[src/rtl/nrb_params.svh]
// Purpose: Constants for the nibble rotate and bit test unit.
// Assumes: Byte-wide opcode stream, one state per clock.
// Notes: Flag bit positions follow the usual S Z - H - PV N C layout.
`ifndef NRB_PARAMS_SVH
`define NRB_PARAMS_SVH
`define NRB_PFX_ED      8'hED
`define NRB_PFX_CB      8'hCB
`define NRB_PFX_DD      8'hDD
`define NRB_PFX_FD      8'hFD
`define NRB_OP_ROT_R    8'h67
`define NRB_OP_ROT_L    8'h6F
`define NRB_BIT_GROUP   2'h1
`define NRB_SEL_MEM     3'h6
`define NRB_SEL_ACC     3'h7
`define NRB_FLAG_S      7
`define NRB_FLAG_Z      6
`define NRB_FLAG_H      4
`define NRB_FLAG_PV     2
`define NRB_FLAG_N      1
`define NRB_FLAG_C      0
`define NRB_T_ROT       5'd18
`define NRB_T_BIT_REG   5'd8
`define NRB_T_BIT_PTR   5'd12
`define NRB_T_BIT_IDX   5'd20
`define NRB_T_MEM_RD    5'd11
`define NRB_T_ROT_WR    5'd15
`endif

[src/rtl/nrb_pkg.sv]
// Purpose: Types for the nibble rotate and bit test unit.
// Assumes: Nothing beyond the constants header.
// Notes: Register file travels as one packed struct.
package nrb_pkg;
	typedef struct packed {
		logic [7:0]  acc;
		logic [7:0]  flags;
		logic [7:0]  b;
		logic [7:0]  c;
		logic [7:0]  d;
		logic [7:0]  e;
		logic [7:0]  h;
		logic [7:0]  l;
		logic [15:0] first_index_pair;
		logic [15:0] second_index_pair;
	} nrb_regs_t;
	typedef enum logic [2:0] {
		NRB_NONE,
		NRB_ROT_R,
		NRB_ROT_L,
		NRB_BIT_REG,
		NRB_BIT_PTR,
		NRB_BIT_IDX
	} nrb_op_t;
	typedef struct packed {
		logic [15:0] addr;
		logic        rd;
		logic        wr;
		logic [7:0]  wdata;
	} nrb_mem_req_t;
endpackage : nrb_pkg

[src/rtl/nrb_decode.sv]
// Purpose: Decodes an opcode sequence into an operation and its operand fields.
// Assumes: Prefix and second bytes are presented together with the fourth byte.
// Notes: Purely combinational.
`timescale 1ns/1ps
`include "nrb_params.svh"
module nrb_decode
(
	// Opcode bytes.
	input  wire logic [7:0]      pfx,
	input  wire logic [7:0]      op2,
	input  wire logic [7:0]      op4,
	// Decoded operation.
	output nrb_pkg::nrb_op_t     op,
	output logic      [2:0]      bit_sel,
	output logic      [2:0]      reg_sel,
	output logic                 use_second
);
	logic [7:0] bit_op;

	// The indexed form carries its bit opcode in the fourth byte.
	always_comb
	begin
		bit_op     = ((pfx == `NRB_PFX_DD) || (pfx == `NRB_PFX_FD)) ? op4 : op2;
		bit_sel    = bit_op[5:3];
		reg_sel    = bit_op[2:0];
		use_second = (pfx == `NRB_PFX_FD);
		op         = nrb_pkg::NRB_NONE;
		if (pfx == `NRB_PFX_ED && op2 == `NRB_OP_ROT_R)
			op = nrb_pkg::NRB_ROT_R;
		else if (pfx == `NRB_PFX_ED && op2 == `NRB_OP_ROT_L)
			op = nrb_pkg::NRB_ROT_L;
		else if (pfx == `NRB_PFX_CB && op2[7:6] == `NRB_BIT_GROUP && op2[2:0] == `NRB_SEL_MEM)
			op = nrb_pkg::NRB_BIT_PTR;
		else if (pfx == `NRB_PFX_CB && op2[7:6] == `NRB_BIT_GROUP && op2[2:0] != 3'h6)
			op = nrb_pkg::NRB_BIT_REG;
		else if ((pfx == `NRB_PFX_DD || pfx == `NRB_PFX_FD) && op2 == `NRB_PFX_CB
			&& op4[7:6] == `NRB_BIT_GROUP && op4[2:0] == `NRB_SEL_MEM)
			op = nrb_pkg::NRB_BIT_IDX;
	end
endmodule : nrb_decode

[src/rtl/nrb_unit.sv]
// Purpose: Executes nibble rotates and bit tests, one clock per clock state.
// Assumes: Memory answers a read within the cycle that mem_r.rd is high.
// Notes: Register code 110 outside the memory forms is not a register test.
// How it works
// - Right rotate: mem low to acc low, acc low to mem high, mem high to low.
// - Right rotate keeps acc high nibble; operand lives at the pointer pair address.
// - Right rotate is prefix ED then 67.
// - Right rotate lasts 18 states over 5 machine cycles.
// - Rotate sets sign from acc bit 7 and zero when acc is zero.
// - Rotate sets parity on even acc, clears half and subtract, keeps carry.
// - Register bit test is CB then 01, bit field, register field.
// - Register codes 000 to 101 are B to L, 111 is acc.
// - Bit test sets zero to inverted bit, sets half, clears subtract, keeps carry.
// - Bit test changes only the flags.
// - Pointer bit test is CB, 01 bbb 110, byte at pointer pair.
// - Pointer bit test lasts 12 states.
// - First indexed test: DD CB d op; address is first pair plus signed d.
// - Second indexed test uses FD and the second index pair.
// - Indexed bit test lasts 20 states.
// - Left rotate 6F: mem low to high, mem high to acc, acc to mem low.
`timescale 1ns/1ps
`include "nrb_params.svh"
module nrb_unit
(
	// Clock and reset.
	input  wire logic                  clock,
	input  wire logic                  srst,
	// Instruction start.
	input  wire logic                  start,
	input  wire logic [7:0]            pfx,
	input  wire logic [7:0]            op2,
	input  wire logic [7:0]            disp,
	input  wire logic [7:0]            op4,
	// Register file in.
	input  wire nrb_pkg::nrb_regs_t    regs_in,
	// Memory data.
	input  wire logic [7:0]            mem_rdata,
	// Memory request.
	output nrb_pkg::nrb_mem_req_t      mem_r,
	// Results.
	output logic      [7:0]            acc_r,
	output logic      [7:0]            flags_r,
	output logic                       busy_r,
	output logic                       done_r,
	output logic                       illegal_r
);
	typedef enum logic [1:0] {NRB_IDLE, NRB_RUN} nrb_st_t;
	nrb_st_t          st_r;
	nrb_pkg::nrb_op_t dop;
	nrb_pkg::nrb_op_t op_r;
	logic [2:0]       bit_sel;
	logic [2:0]       reg_sel;
	logic [2:0]       bit_r;
	logic [7:0]       byte_r;
	logic             use_second;
	logic [4:0]       cnt_r;
	logic [4:0]       len_nxt;
	logic [4:0]       len_r;
	logic [7:0]       reg_val;
	logic [7:0]       mdat_r;
	logic [15:0]      idx_base;
	logic [7:0]       acc_nxt;
	logic [7:0]       mem_nxt;
	logic [7:0]       flags_nxt;
	logic [7:0]       tst;

	nrb_decode nrb_decode_i
	(
		.pfx        (pfx),
		.op2        (op2),
		.op4        (op4),
		.op         (dop),
		.bit_sel    (bit_sel),
		.reg_sel    (reg_sel),
		.use_second (use_second)
	);

	// Operand selection and instruction length.
	always_comb
	begin
		unique case (reg_sel)
			3'h0: reg_val = regs_in.b;
			3'h1: reg_val = regs_in.c;
			3'h2: reg_val = regs_in.d;
			3'h3: reg_val = regs_in.e;
			3'h4: reg_val = regs_in.h;
			3'h5: reg_val = regs_in.l;
			default: reg_val = regs_in.acc;
		endcase
		idx_base = use_second ? regs_in.second_index_pair : regs_in.first_index_pair;
		unique case (dop)
			nrb_pkg::NRB_ROT_R, nrb_pkg::NRB_ROT_L: len_nxt = `NRB_T_ROT;
			nrb_pkg::NRB_BIT_REG: len_nxt = `NRB_T_BIT_REG;
			nrb_pkg::NRB_BIT_PTR: len_nxt = `NRB_T_BIT_PTR;
			nrb_pkg::NRB_BIT_IDX: len_nxt = `NRB_T_BIT_IDX;
			default: len_nxt = 5'h00;
		endcase
	end

	// Result computation for the finishing state.
	always_comb
	begin
		acc_nxt   = acc_r;
		mem_nxt   = mdat_r;
		flags_nxt = flags_r;
		tst       = (op_r == nrb_pkg::NRB_BIT_REG) ? byte_r : mdat_r;
		if (op_r == nrb_pkg::NRB_ROT_R)
		begin
			acc_nxt = {acc_r[7:4], mdat_r[3:0]};
			mem_nxt = {acc_r[3:0], mdat_r[7:4]};
		end
		else if (op_r == nrb_pkg::NRB_ROT_L)
		begin
			acc_nxt = {acc_r[7:4], mdat_r[7:4]};
			mem_nxt = {mdat_r[3:0], acc_r[3:0]};
		end
		if (op_r == nrb_pkg::NRB_ROT_R || op_r == nrb_pkg::NRB_ROT_L)
		begin
			flags_nxt[`NRB_FLAG_S]  = acc_nxt[7];
			flags_nxt[`NRB_FLAG_Z]  = (acc_nxt == 8'h00);
			flags_nxt[`NRB_FLAG_PV] = ~(^acc_nxt);
			flags_nxt[`NRB_FLAG_H]  = 1'b0;
			flags_nxt[`NRB_FLAG_N]  = 1'b0;
		end
		else
		begin
			flags_nxt[`NRB_FLAG_Z] = ~tst[bit_r];
			flags_nxt[`NRB_FLAG_H] = 1'b1;
			flags_nxt[`NRB_FLAG_N] = 1'b0;
		end
	end

	// Sequencer: counts clock states from the instruction start.
	always_ff @(posedge clock)
	begin
		if (srst)
		begin
			st_r      <= NRB_IDLE;
			cnt_r     <= 5'h00;
			len_r     <= 5'h00;
			op_r      <= nrb_pkg::NRB_NONE;
			bit_r     <= 3'h0;
			byte_r    <= 8'h00;
			busy_r    <= 1'b0;
			done_r    <= 1'b0;
			illegal_r <= 1'b0;
		end
		else
		begin
			done_r    <= 1'b0;
			illegal_r <= 1'b0;
			unique case (st_r)
				NRB_IDLE:
					if (start && dop == nrb_pkg::NRB_NONE)
						illegal_r <= 1'b1;
					else if (start)
					begin
						st_r   <= NRB_RUN;
						op_r   <= dop;
						len_r  <= len_nxt;
						bit_r  <= bit_sel;
						byte_r <= reg_val;
						cnt_r  <= 5'h01;
						busy_r <= 1'b1;
					end
				NRB_RUN:
					if (cnt_r == len_r)
					begin
						st_r   <= NRB_IDLE;
						busy_r <= 1'b0;
						done_r <= 1'b1;
					end
					else
						cnt_r <= cnt_r + 5'h01;
			endcase
		end
	end

	// Memory access: read at state 11 (state 8 for the pointer test), write back at 15 for rotates.
	always_ff @(posedge clock)
	begin
		if (srst)
			mem_r <= '0;
		else if (st_r == NRB_IDLE && start)
		begin
			mem_r.rd <= 1'b0;
			mem_r.wr <= 1'b0;
			if (dop == nrb_pkg::NRB_BIT_IDX)
				mem_r.addr <= idx_base + {{8{disp[7]}}, disp};
			else
				mem_r.addr <= {regs_in.h, regs_in.l};
		end
		else
		begin
			mem_r.rd <= st_r == NRB_RUN && op_r != nrb_pkg::NRB_BIT_REG
				&& cnt_r == (len_r == `NRB_T_BIT_PTR ? 5'd7 : `NRB_T_MEM_RD - 5'd1);
			mem_r.wr <= st_r == NRB_RUN && cnt_r == `NRB_T_ROT_WR - 5'd1
				&& (op_r == nrb_pkg::NRB_ROT_R || op_r == nrb_pkg::NRB_ROT_L);
			mem_r.wdata <= mem_nxt;
		end
	end

	// Captures read data and commits results at the last state.
	always_ff @(posedge clock)
	begin
		if (srst)
		begin
			mdat_r  <= 8'h00;
			acc_r   <= 8'h00;
			flags_r <= 8'h00;
		end
		else
		begin
			if (mem_r.rd)
				mdat_r <= mem_rdata;
			if (st_r == NRB_IDLE && start && dop != nrb_pkg::NRB_NONE)
			begin
				acc_r   <= regs_in.acc;
				flags_r <= regs_in.flags;
			end
			else if (st_r == NRB_RUN && cnt_r == len_r)
			begin
				acc_r   <= acc_nxt;
				flags_r <= flags_nxt;
			end
		end
	end

	// The done pulse is launched by the edge that closes the last state, so it is sampled one edge later.
	chk_rot_len: assert property (@(posedge clock) disable iff (srst)
		(st_r == NRB_IDLE && start && (dop == nrb_pkg::NRB_ROT_R || dop == nrb_pkg::NRB_ROT_L))
		|=> ##18 done_r)
		else $error("rotate length wrong");
	chk_bitreg_len: assert property (@(posedge clock) disable iff (srst)
		(st_r == NRB_IDLE && start && dop == nrb_pkg::NRB_BIT_REG) |=> ##8 done_r)
		else $error("register test length wrong");
	chk_bitptr_len: assert property (@(posedge clock) disable iff (srst)
		(st_r == NRB_IDLE && start && dop == nrb_pkg::NRB_BIT_PTR) |=> ##12 done_r)
		else $error("pointer test length wrong");
	chk_bitidx_len: assert property (@(posedge clock) disable iff (srst)
		(st_r == NRB_IDLE && start && dop == nrb_pkg::NRB_BIT_IDX) |=> ##20 done_r)
		else $error("indexed test length wrong");
	chk_bit_flags: assert property (@(posedge clock) disable iff (srst)
		(done_r && op_r != nrb_pkg::NRB_ROT_R && op_r != nrb_pkg::NRB_ROT_L)
		|-> flags_r[`NRB_FLAG_H] && !flags_r[`NRB_FLAG_N])
		else $error("bit test flags wrong");
	chk_rot_flags: assert property (@(posedge clock) disable iff (srst)
		(done_r && (op_r == nrb_pkg::NRB_ROT_R || op_r == nrb_pkg::NRB_ROT_L))
		|-> flags_r[`NRB_FLAG_Z] == (acc_r == 8'h00) && flags_r[`NRB_FLAG_S] == acc_r[7]
		&& flags_r[`NRB_FLAG_PV] == ~(^acc_r))
		else $error("rotate flags wrong");
	chk_acc_high: assert property (@(posedge clock) disable iff (srst)
		done_r |-> acc_r[7:4] == $past(acc_r[7:4]))
		else $error("acc high nibble changed");
	chk_no_write: assert property (@(posedge clock) disable iff (srst)
		mem_r.wr |-> (op_r == nrb_pkg::NRB_ROT_R || op_r == nrb_pkg::NRB_ROT_L))
		else $error("bit test wrote memory");
	chk_rot_write: assert property (@(posedge clock) disable iff (srst)
		(st_r == NRB_IDLE && start && (dop == nrb_pkg::NRB_ROT_R || dop == nrb_pkg::NRB_ROT_L))
		|-> ##15 mem_r.wr)
		else $error("rotate write missing");
	cov_rot_r: cover property (@(posedge clock) done_r && op_r == nrb_pkg::NRB_ROT_R);
	cov_rot_l: cover property (@(posedge clock) done_r && op_r == nrb_pkg::NRB_ROT_L);
	cov_bit_idx: cover property (@(posedge clock) done_r && op_r == nrb_pkg::NRB_BIT_IDX);
	cov_illegal: cover property (@(posedge clock) illegal_r);
endmodule : nrb_unit

[config.mk]
export PLATFORM = sky130hd
export DESIGN_NAME = nrb_unit
export DESIGN_NICKNAME = d
export VERILOG_FILES = /design/src/rtl/nrb_pkg.sv /design/src/rtl/nrb_decode.sv /design/src/rtl/nrb_unit.sv
export VERILOG_INCLUDE_DIRS = /design/src /design/src/rtl
export SDC_FILE = /design/constraint.sdc
export NUM_CORES = 1
export LEC_CHECK = 0
export ABC_CLOCK_PERIOD_IN_PS = 11800
export CORE_ASPECT_RATIO = 0.5
export CORE_UTILIZATION = 69
export DETAILED_ROUTE_END_ITERATION = 8
export DONT_BUFFER_PORTS = 1
export GPL_TIMING_DRIVEN = 0
export PLACE_DENSITY = 0.85
export SYNTH_ARGS = -nofsm -noshare
export SYNTH_HDL_FRONTEND = slang
export SYNTH_SLANG_ARGS = --single-unit
[constraint.sdc]
create_clock -name clock -period 11.8 [get_ports clock]
set_input_delay 1.77 -clock clock [delete_from_list [all_inputs] [get_ports clock]]
set_output_delay 1.77 -clock clock [all_outputs]
set_load 0.02 [all_outputs]
==> results of run 1 <==
-- cells by family after synthesis --
group | Yosys count
AOI/OAI and AO/OA | 183
xor gates and xnor gates | 17
adders and majority gates | 22
buffers and inverters | 51
DFF | 76
muxes | 54
and+or+nand+nor | 209
-- tightest hold or removal path: cells and delay by family, from the launching register on --
family | cells | cell delay (ns)
flops | 1 | 0.33
simple gates | 1 | 0.06
compound gates | 1 | 0.05
-- cells in the final DEF, fill, tap and decap left out, types with 12 or more instances in the layout --
master / netlist / final
o21ai_0: 21 / 21
dfxtp_1: 76 / 76
ha_1: 21 / 21
inv_1: 12 / 12
a21oi_1: 47 / 47
clkbuf_1: 27 / 27
nor3_1: 12 / 12
o22a_1: 14 / 14
nand2_1: 70 / 70
mux2_2: 20 / 20
nor2_1: 49 / 49
a31oi_1: 12 / 12
mux2i_1: 29 / 29
a211oi_1: 13 / 13
-- synthesized netlist by cell type, types with 13 or more instances --
cell      count
a211oi_1     13
a21oi_1      47
clkbuf_1     27
dfxtp_1      76
ha_1         21
mux2_2       20
mux2i_1      29
nand2_1      70
nor2_1       49
o21ai_0      21
o22a_1       14
-- layout make-up --
| type | instances | share of cell area (%) |
|---|---|---|
| Buffer | 39 | 3.00 |
| Clock buffer | 10 | 4.28 |
| Clock inverter | 6 | 1.72 |
| Inverter | 12 | 0.806 |
| Multi-Input combinational cell | 485 | 60.9 |
| Sequential cell | 76 | 27.2 |
| Tap cell | 92 | 2.06 |
-- metal layers --
layer | track usage, % | vias up | wire length, microns
met5 | 0 | - | 0
met4 | 15.0 | 0 | 526
met3 | 17.1 | 71 | 2180
met2 | 62.6 | 368 | 6860
met1 | 51.2 | 2405 | 6260
li1 | - | 2337 | -
-- metrics by stage --
stage	hold slack [ns]	util, %
floorplan	0.457	-
global placement	0.467	75.7
detailed placement	0.477	75.7
CTS	0.485	80.5
global route	0.510	80.5
finish	0.487	80.5
-- worst paths after layout --
path                                   to  depth (start not counted)                  start
setup reg to reg  flags_r[2]$_SDFFE_PP0P_                          9   op_r[0]$_SDFFE_PP0P_
hold / removal      len_r[1]$_SDFFE_PP0P_                          2  len_r[1]$_SDFFE_PP0P_
setup / recovery   mem_r[23]$_SDFFE_PP0P_                         12                 pfx[4]
hold reg to reg     len_r[1]$_SDFFE_PP0P_                          2  len_r[1]$_SDFFE_PP0P_
-- power groups by stage --
stage | Clock [uW] | Sequential, uW | Combinational (uW)
finish | 308 | 269 | 78.0
global placement | 0 | 274 | 73.5
CTS | 306 | 268 | 75.8
floorplan | 0 | 273 | 59.6
global route | 317 | 269 | 85.3
detailed placement | 0 | 274 | 75.0
-- sequential cells by signal (all words and copies together), names as in the netlist, 4 cells and up --
| register | flops |
|---|---|
| mem_r | 26 |
| cnt_r | 5 |
| mdat_r | 8 |
| len_r | 4 |
| byte_r | 8 |
| flags_r | 8 |
| acc_r | 8 |
==> results.md, run 1 <==
- LEAKAGE: 0.00207 uW
- Routed Antenna Nets: 0
- Mux share of post-synthesis cell area: approximately 12%
- Placement Cell Area: 5250 sq um
- Unrepaired setup endpoints after global routing: false
- Worst slew pin tran: 0.808 ns
- CTS Hold Buffers Added: 0
- Main combinational cell family by area after synthesis: compound AO/OA/AOI/OAI gates
- Drt initial violations: 730
- Cells after synthesis: 612
- Post-synthesis compound-gate area fraction: 25.3%
- Final critical-path required period: 5.13 ns
- Residual DRC count: 0
- Period utilization: roughly 43%
- Comb pwr share: 11.9%
- Gp weighted congestion: approximately 0.95
- Number of global-route vias before repair: 4734
- Routed via count: 5181
- Worst VDD drop: a little under 90 uV
- Synth top area cells: dfxtp_1 30%, mux2i_1 5.7%, ha_1 5.1%
- Post-synthesis register bit count: 76
- Global Route Usage Sum: between 40 and 50%
- Final nets: approximately 780
- CTS tree: yes
- Post-route setup slack: 6.67 ns
- Max Fclk: 0.195 GHz
- Max_slew headroom: between 40% and 50%
- DR pass1 iterations: 7
- Worst-skew pair later-pin latency: 0.34 ns
- Share of the synthesized area in the top cell type: 29.6%
- Crit path top cell by count: clkbuf_1
- Required time worst endpoint: approximately 12 ns
- Diode count: 0
- Setup TNS: 0 ns
- CTS max path bufs: 2
- CP Buf/Inv Count: 3
- Routed WL per cell: 22.0 microns
- WP data arrival: 5.40 ns
- FFs w/ async S/R, synth: 0%
- Reg area: 1520 sq um
- Register area share after synthesis: 29.6%
- Area delta synth->final: 8.77%
- Max FO, Critical Path: 10
- Sw frac: about a quarter
- CP top delay family: simple AND/OR/NAND/NOR gates
- Dominant cell type by area after synthesis: dfxtp_1
- Top FF cell, synth: dfxtp_1
- Non-Filler Instances: 720
- Pwr dens: 117 nW/um^2
- CTS resizes: 0
- Num CTS Buffers: 9
- Worst Hold Class: reg2reg
- Worst-case clock skew: 0.00620 ns
- Grt ovf: 0
- YS warnings: 0
- Finished Cell Area: around 5600 sq um
- Synthesized area per cell: between 8 and 9 sq um
- CP max stage delay: about 0.64 ns
- # setup viols final: 0
- Max-Cap Viols: 0
- Boundary Pins: ~180
- Area of the multi-input gates: 3400 sq um
- Pre-CTS worst setup slack: between 6 and 7 ns
- Root buf cell: clkbuf_16
- Placed Cells: roughly 700
- Outcome: finished, final reports clean
- Port Buf Inserts: 0
- CP Class: in2reg
- Simple-gate share of the synthesized area: 20.3%
- Post-synthesis adder-cell area fraction: between 5 and 6%
- Startpoint Class: input pin
- Largest net degree at the start of global routing: 15
- WL final: 15800 microns
- DPL Wire Length: 11900 microns
- Layout cells sized above 1: 9.87%
- Worst-path cell chain: buf_2 -> and4b_1 -> and2_1 -> clkbuf_1 -> clkbuf_1 -> mux2_2 -> ha_1 -> o211ai_1 -> a21oi_1 -> a41oi_1 -> or4b_2 -> a31oi_1
- Die ar.: around 8000 sq um
- Initial antenna violation count: 0
- Reg power frac: between 40% and 50%
- H-tree depth: 3
- Die Wd: 124 microns
- CP Capture Type: register
- Clock power frac: 47.0%
- Int Pwr: just under 500 uW
- Post-synthesis xor/xnor area fraction: 2.90%
- DIE HEIGHT: 63.0 microns
- Initial core utilization: about 74%
- Synth Cell Area: 5140 sq um
- Psw: 169 uW
- Tot Pwr: 654 uW
- Syn nets: 773
- Post-CTS Setup Bufs: 0
- FP Rows: 21
- Critical Path Slowest Stage Cell: or4b_2
- Max-slew violations: 0
- Post-synth EDFFs: 0
- FILL cells: about 490
- Final Hold Viols: 0
- CORE AREA: between 6000 and 7000 sq um
- Vias per cell: 7.20
- Netlist cell types: 66
- CTS clock-pin slew for the worst setup and hold paths: around 0.06 ns
- First-pass GRT wire length: 24200 microns
- Flop-to-flop setup slack: 9.33 ns
- Clk sinks: 76
Power figures use the tool's default switching activity.
==> inputs of run 2 (changes only) <==
- ABC_CLOCK_PERIOD_IN_PS: 11800 -> 5100
- CORE_UTILIZATION: 69 -> 65
- PLACE_DENSITY: 0.85 -> 0.81
- clock period: 11.8 -> 5.1 ns (I/O delays scaled with it)
==> run 2 against run 1 <==
Against the previous run:
- die area grew 6.0%
- clock power grew 100%
- final cell count grew 2.1%
- register-to-register slack lost 6.6 ns
- utilization shrank 6.2 points
- largest power group unchanged
- wire length shrank 1.8%
==> results.md, run 2 (synthesized netlist as in run 1, its figures left out) <==
- Area delta synth->final: 8.31% (was 8.77%)
- Max-Cap Viols: 0 (unchanged)
- Number of global-route vias before repair: 4571 (was 4734)
- Placement Cell Area: 5270 sq um (was 5250 sq um)
- Vias per cell: 6.83 (was 7.20)
- CTS clock-pin slew for the worst setup and hold paths: 0.06 ns (about the same)
- Routed WL per cell: 21.1 microns (was 22.0 microns)
- CP Launch Point: pfx[4] (unchanged)
- Pwr dens: 256 nW/um^2 (was 117 nW/um^2)
- Worst slew pin tran: 0.911 ns (was 0.808 ns)
- DIE HEIGHT: 64.9 microns (was 63.0 microns)
- Final Hold Viols: 0 (unchanged)
- CTS resizes: 0 (unchanged)
- Final nets: 784 (unchanged)
- Setup TNS: 0 ns (unchanged)
- Clk sinks: 76 (unchanged)
- CP Class: in2reg (unchanged)
- Boundary Pins: 184 (unchanged)
- Largest register FFs: 26 (unchanged)
- CTS tree: yes (unchanged)
- CTS Hold Buffers Added: 0 (unchanged)
- Outcome: finished, final reports clean (unchanged)
- # setup viols final: 0 (unchanged)
- Max Fclk: roughly 0.25 GHz
- HP Start: op_r[1]$_SDFFE_PP0P_ (was len_r[1]$_SDFFE_PP0P_)
- DR pass1 iterations: 8 (was 7)
- Startpoint Class: input pin (unchanged)
- Die ar.: 8280 sq um (was 7810 sq um)
- Max_slew headroom: 38.5% (was 45.4%)
- CORE AREA: 7490 sq um (was 6940 sq um)
- H-tree depth: 3 (unchanged)
- Num CTS Buffers: 9 (unchanged)
- Fin util: 74.3% (was 80.5%)
- Post-CTS Setup Bufs: 0 (unchanged)
- Largest net degree at the start of global routing: 14 (was 15)
- Initial antenna violation count: 0 (unchanged)
- Drt initial violations: 635 (was 730)
- Worst VDD drop: 156 uV (was 86.9 uV)
- Grt ovf: 0 (unchanged)
- Unrepaired setup endpoints after global routing: false (unchanged)
- Most flops, register: mem_r (unchanged)
- Die Wd: 128 microns (was 124 microns)
- Diode count: 0 (unchanged)
- Required time worst endpoint: 5.37 ns (was 12.07 ns)
- Port Buf Inserts: 0 (unchanged)
- Final critical-path required period: 4.03 ns
- Residual DRC count: 0 (unchanged)
- WL final: 15500 microns (was 15800 microns)
- FP Rows: 22 (was 21)
- Root buf cell: clkbuf_16 (unchanged)
- Worst Hold Class: reg2reg (unchanged)
- Finished Cell Area: 5560 sq um (was 5590 sq um)
- Worst-case clock skew: 0.00279 ns (was 0.00620 ns)
- Routed via count: 5020 (was 5181)
- Layout cells sized above 1: 9.73% (was 9.87%)
- Commonest non-fill, non-tap cells in the layout: 76 x dfxtp_1, 70 x nand2_1, 49 x nor2_1, 47 x a21oi_1, 29 x mux2i_1 (unchanged)
- CP Capture Type: register (unchanged)
- Max FO, Critical Path: 10 (unchanged)
- Gp weighted congestion: 0.951 (was 0.953)
- Most common cell after layout, fill and taps aside: dfxtp_1 (unchanged)
- DPL Wire Length: 11900 microns (about the same)
- Worst-skew pair later-pin latency: 0.34 ns (about the same)
- Period utilization: 79.0%
- Initial core utilization: 68.6% (was 74.0%)
- CTS max path bufs: 2 (unchanged)
- Final hold slack: 0.506 ns (was 0.487 ns)
- LEAKAGE: 0.00205 uW (was 0.00207 uW)
- Global Route Usage Sum: 36.8% (was 40.9%)
- Max-slew violations: 0 (unchanged)
- Routed Antenna Nets: 0 (unchanged)
- Reg-to-Reg Start: op_r[0]$_SDFFE_PP0P_ (unchanged)
- First-pass GRT wire length: 23200 microns (was 24200 microns)
- Tot Pwr: 1430 uW (was 654 uW)
- WP data arrival: 4.30 ns (was 5.40 ns)
## run 2: cell types whose count changed in the layout (fill, tap and decap cells not counted)
cell / before / now
bufinv_16: 2 / 1
clkbuf_8: 1 / 0
clkinv_4: 2 / 1
clkinv_2: 0 / 1
inv_8: 1 / 0
clkinvlp_4: 1 / 3
## run 2: per-stage QoR
stage | worst slack (ns) | instances
after CTS | 1.06 | 735
after floorplan | 1.20 | 612
after global routing | 0.815 | 735
after global placement | 0.781 | 720
final | 1.07 | 735
after detailed placement | 0.712 | 720
## run 2: worst max-delay path, cell delays in order
cell,delay [ns]
buf_2,0.15
and4b_1,0.26
and2_1,0.14
clkbuf_1,0.35
clkbuf_1,0.44
mux2_2,0.40
ha_1,0.35
o211ai_1,0.14
a21oi_1,0.28
a41oi_1,0.21
or4b_2,0.64
a31oi_1,0.17
## run 2: final timing paths
path	slack, ns	end	cells past startpoint
worst min register to register	0.51	op_r[1]$_SDFFE_PP0P_	2
worst min-delay path	0.51	op_r[1]$_SDFFE_PP0P_	2
worst max-delay path	1.07	mem_r[23]$_SDFFE_PP0P_	12
worst max register to register	2.70	flags_r[2]$_SDFFE_PP0P_	9
## run 2: metal layers
| layer | wire [microns] | vias up | global-route usage [%] |
|---|---|---|---|
| li1 | - | 2328 | - |
| met1 | 6260 | 2296 | 45.9 |
| met2 | 6670 | 332 | 57.0 |
| met3 | 2180 | 64 | 16.0 |
| met4 | 421 | 0 | 12.1 |
| met5 | 0 | - | 0 |
## run 2: area by class of cell
class	count	area [sq um]
tap	108	135
multi-input combinational	485	3400
sequential	76	1520
buffer	39	168
clock buffer	9	225
clock inverter	6	66.3
fill	621	1920
inverter	12	45.0
## run 2: where the power goes
part	internal [uW]	switching, uW
logic	74.1	105
clock network	375	250
registers	603	18.1
total	1050	373
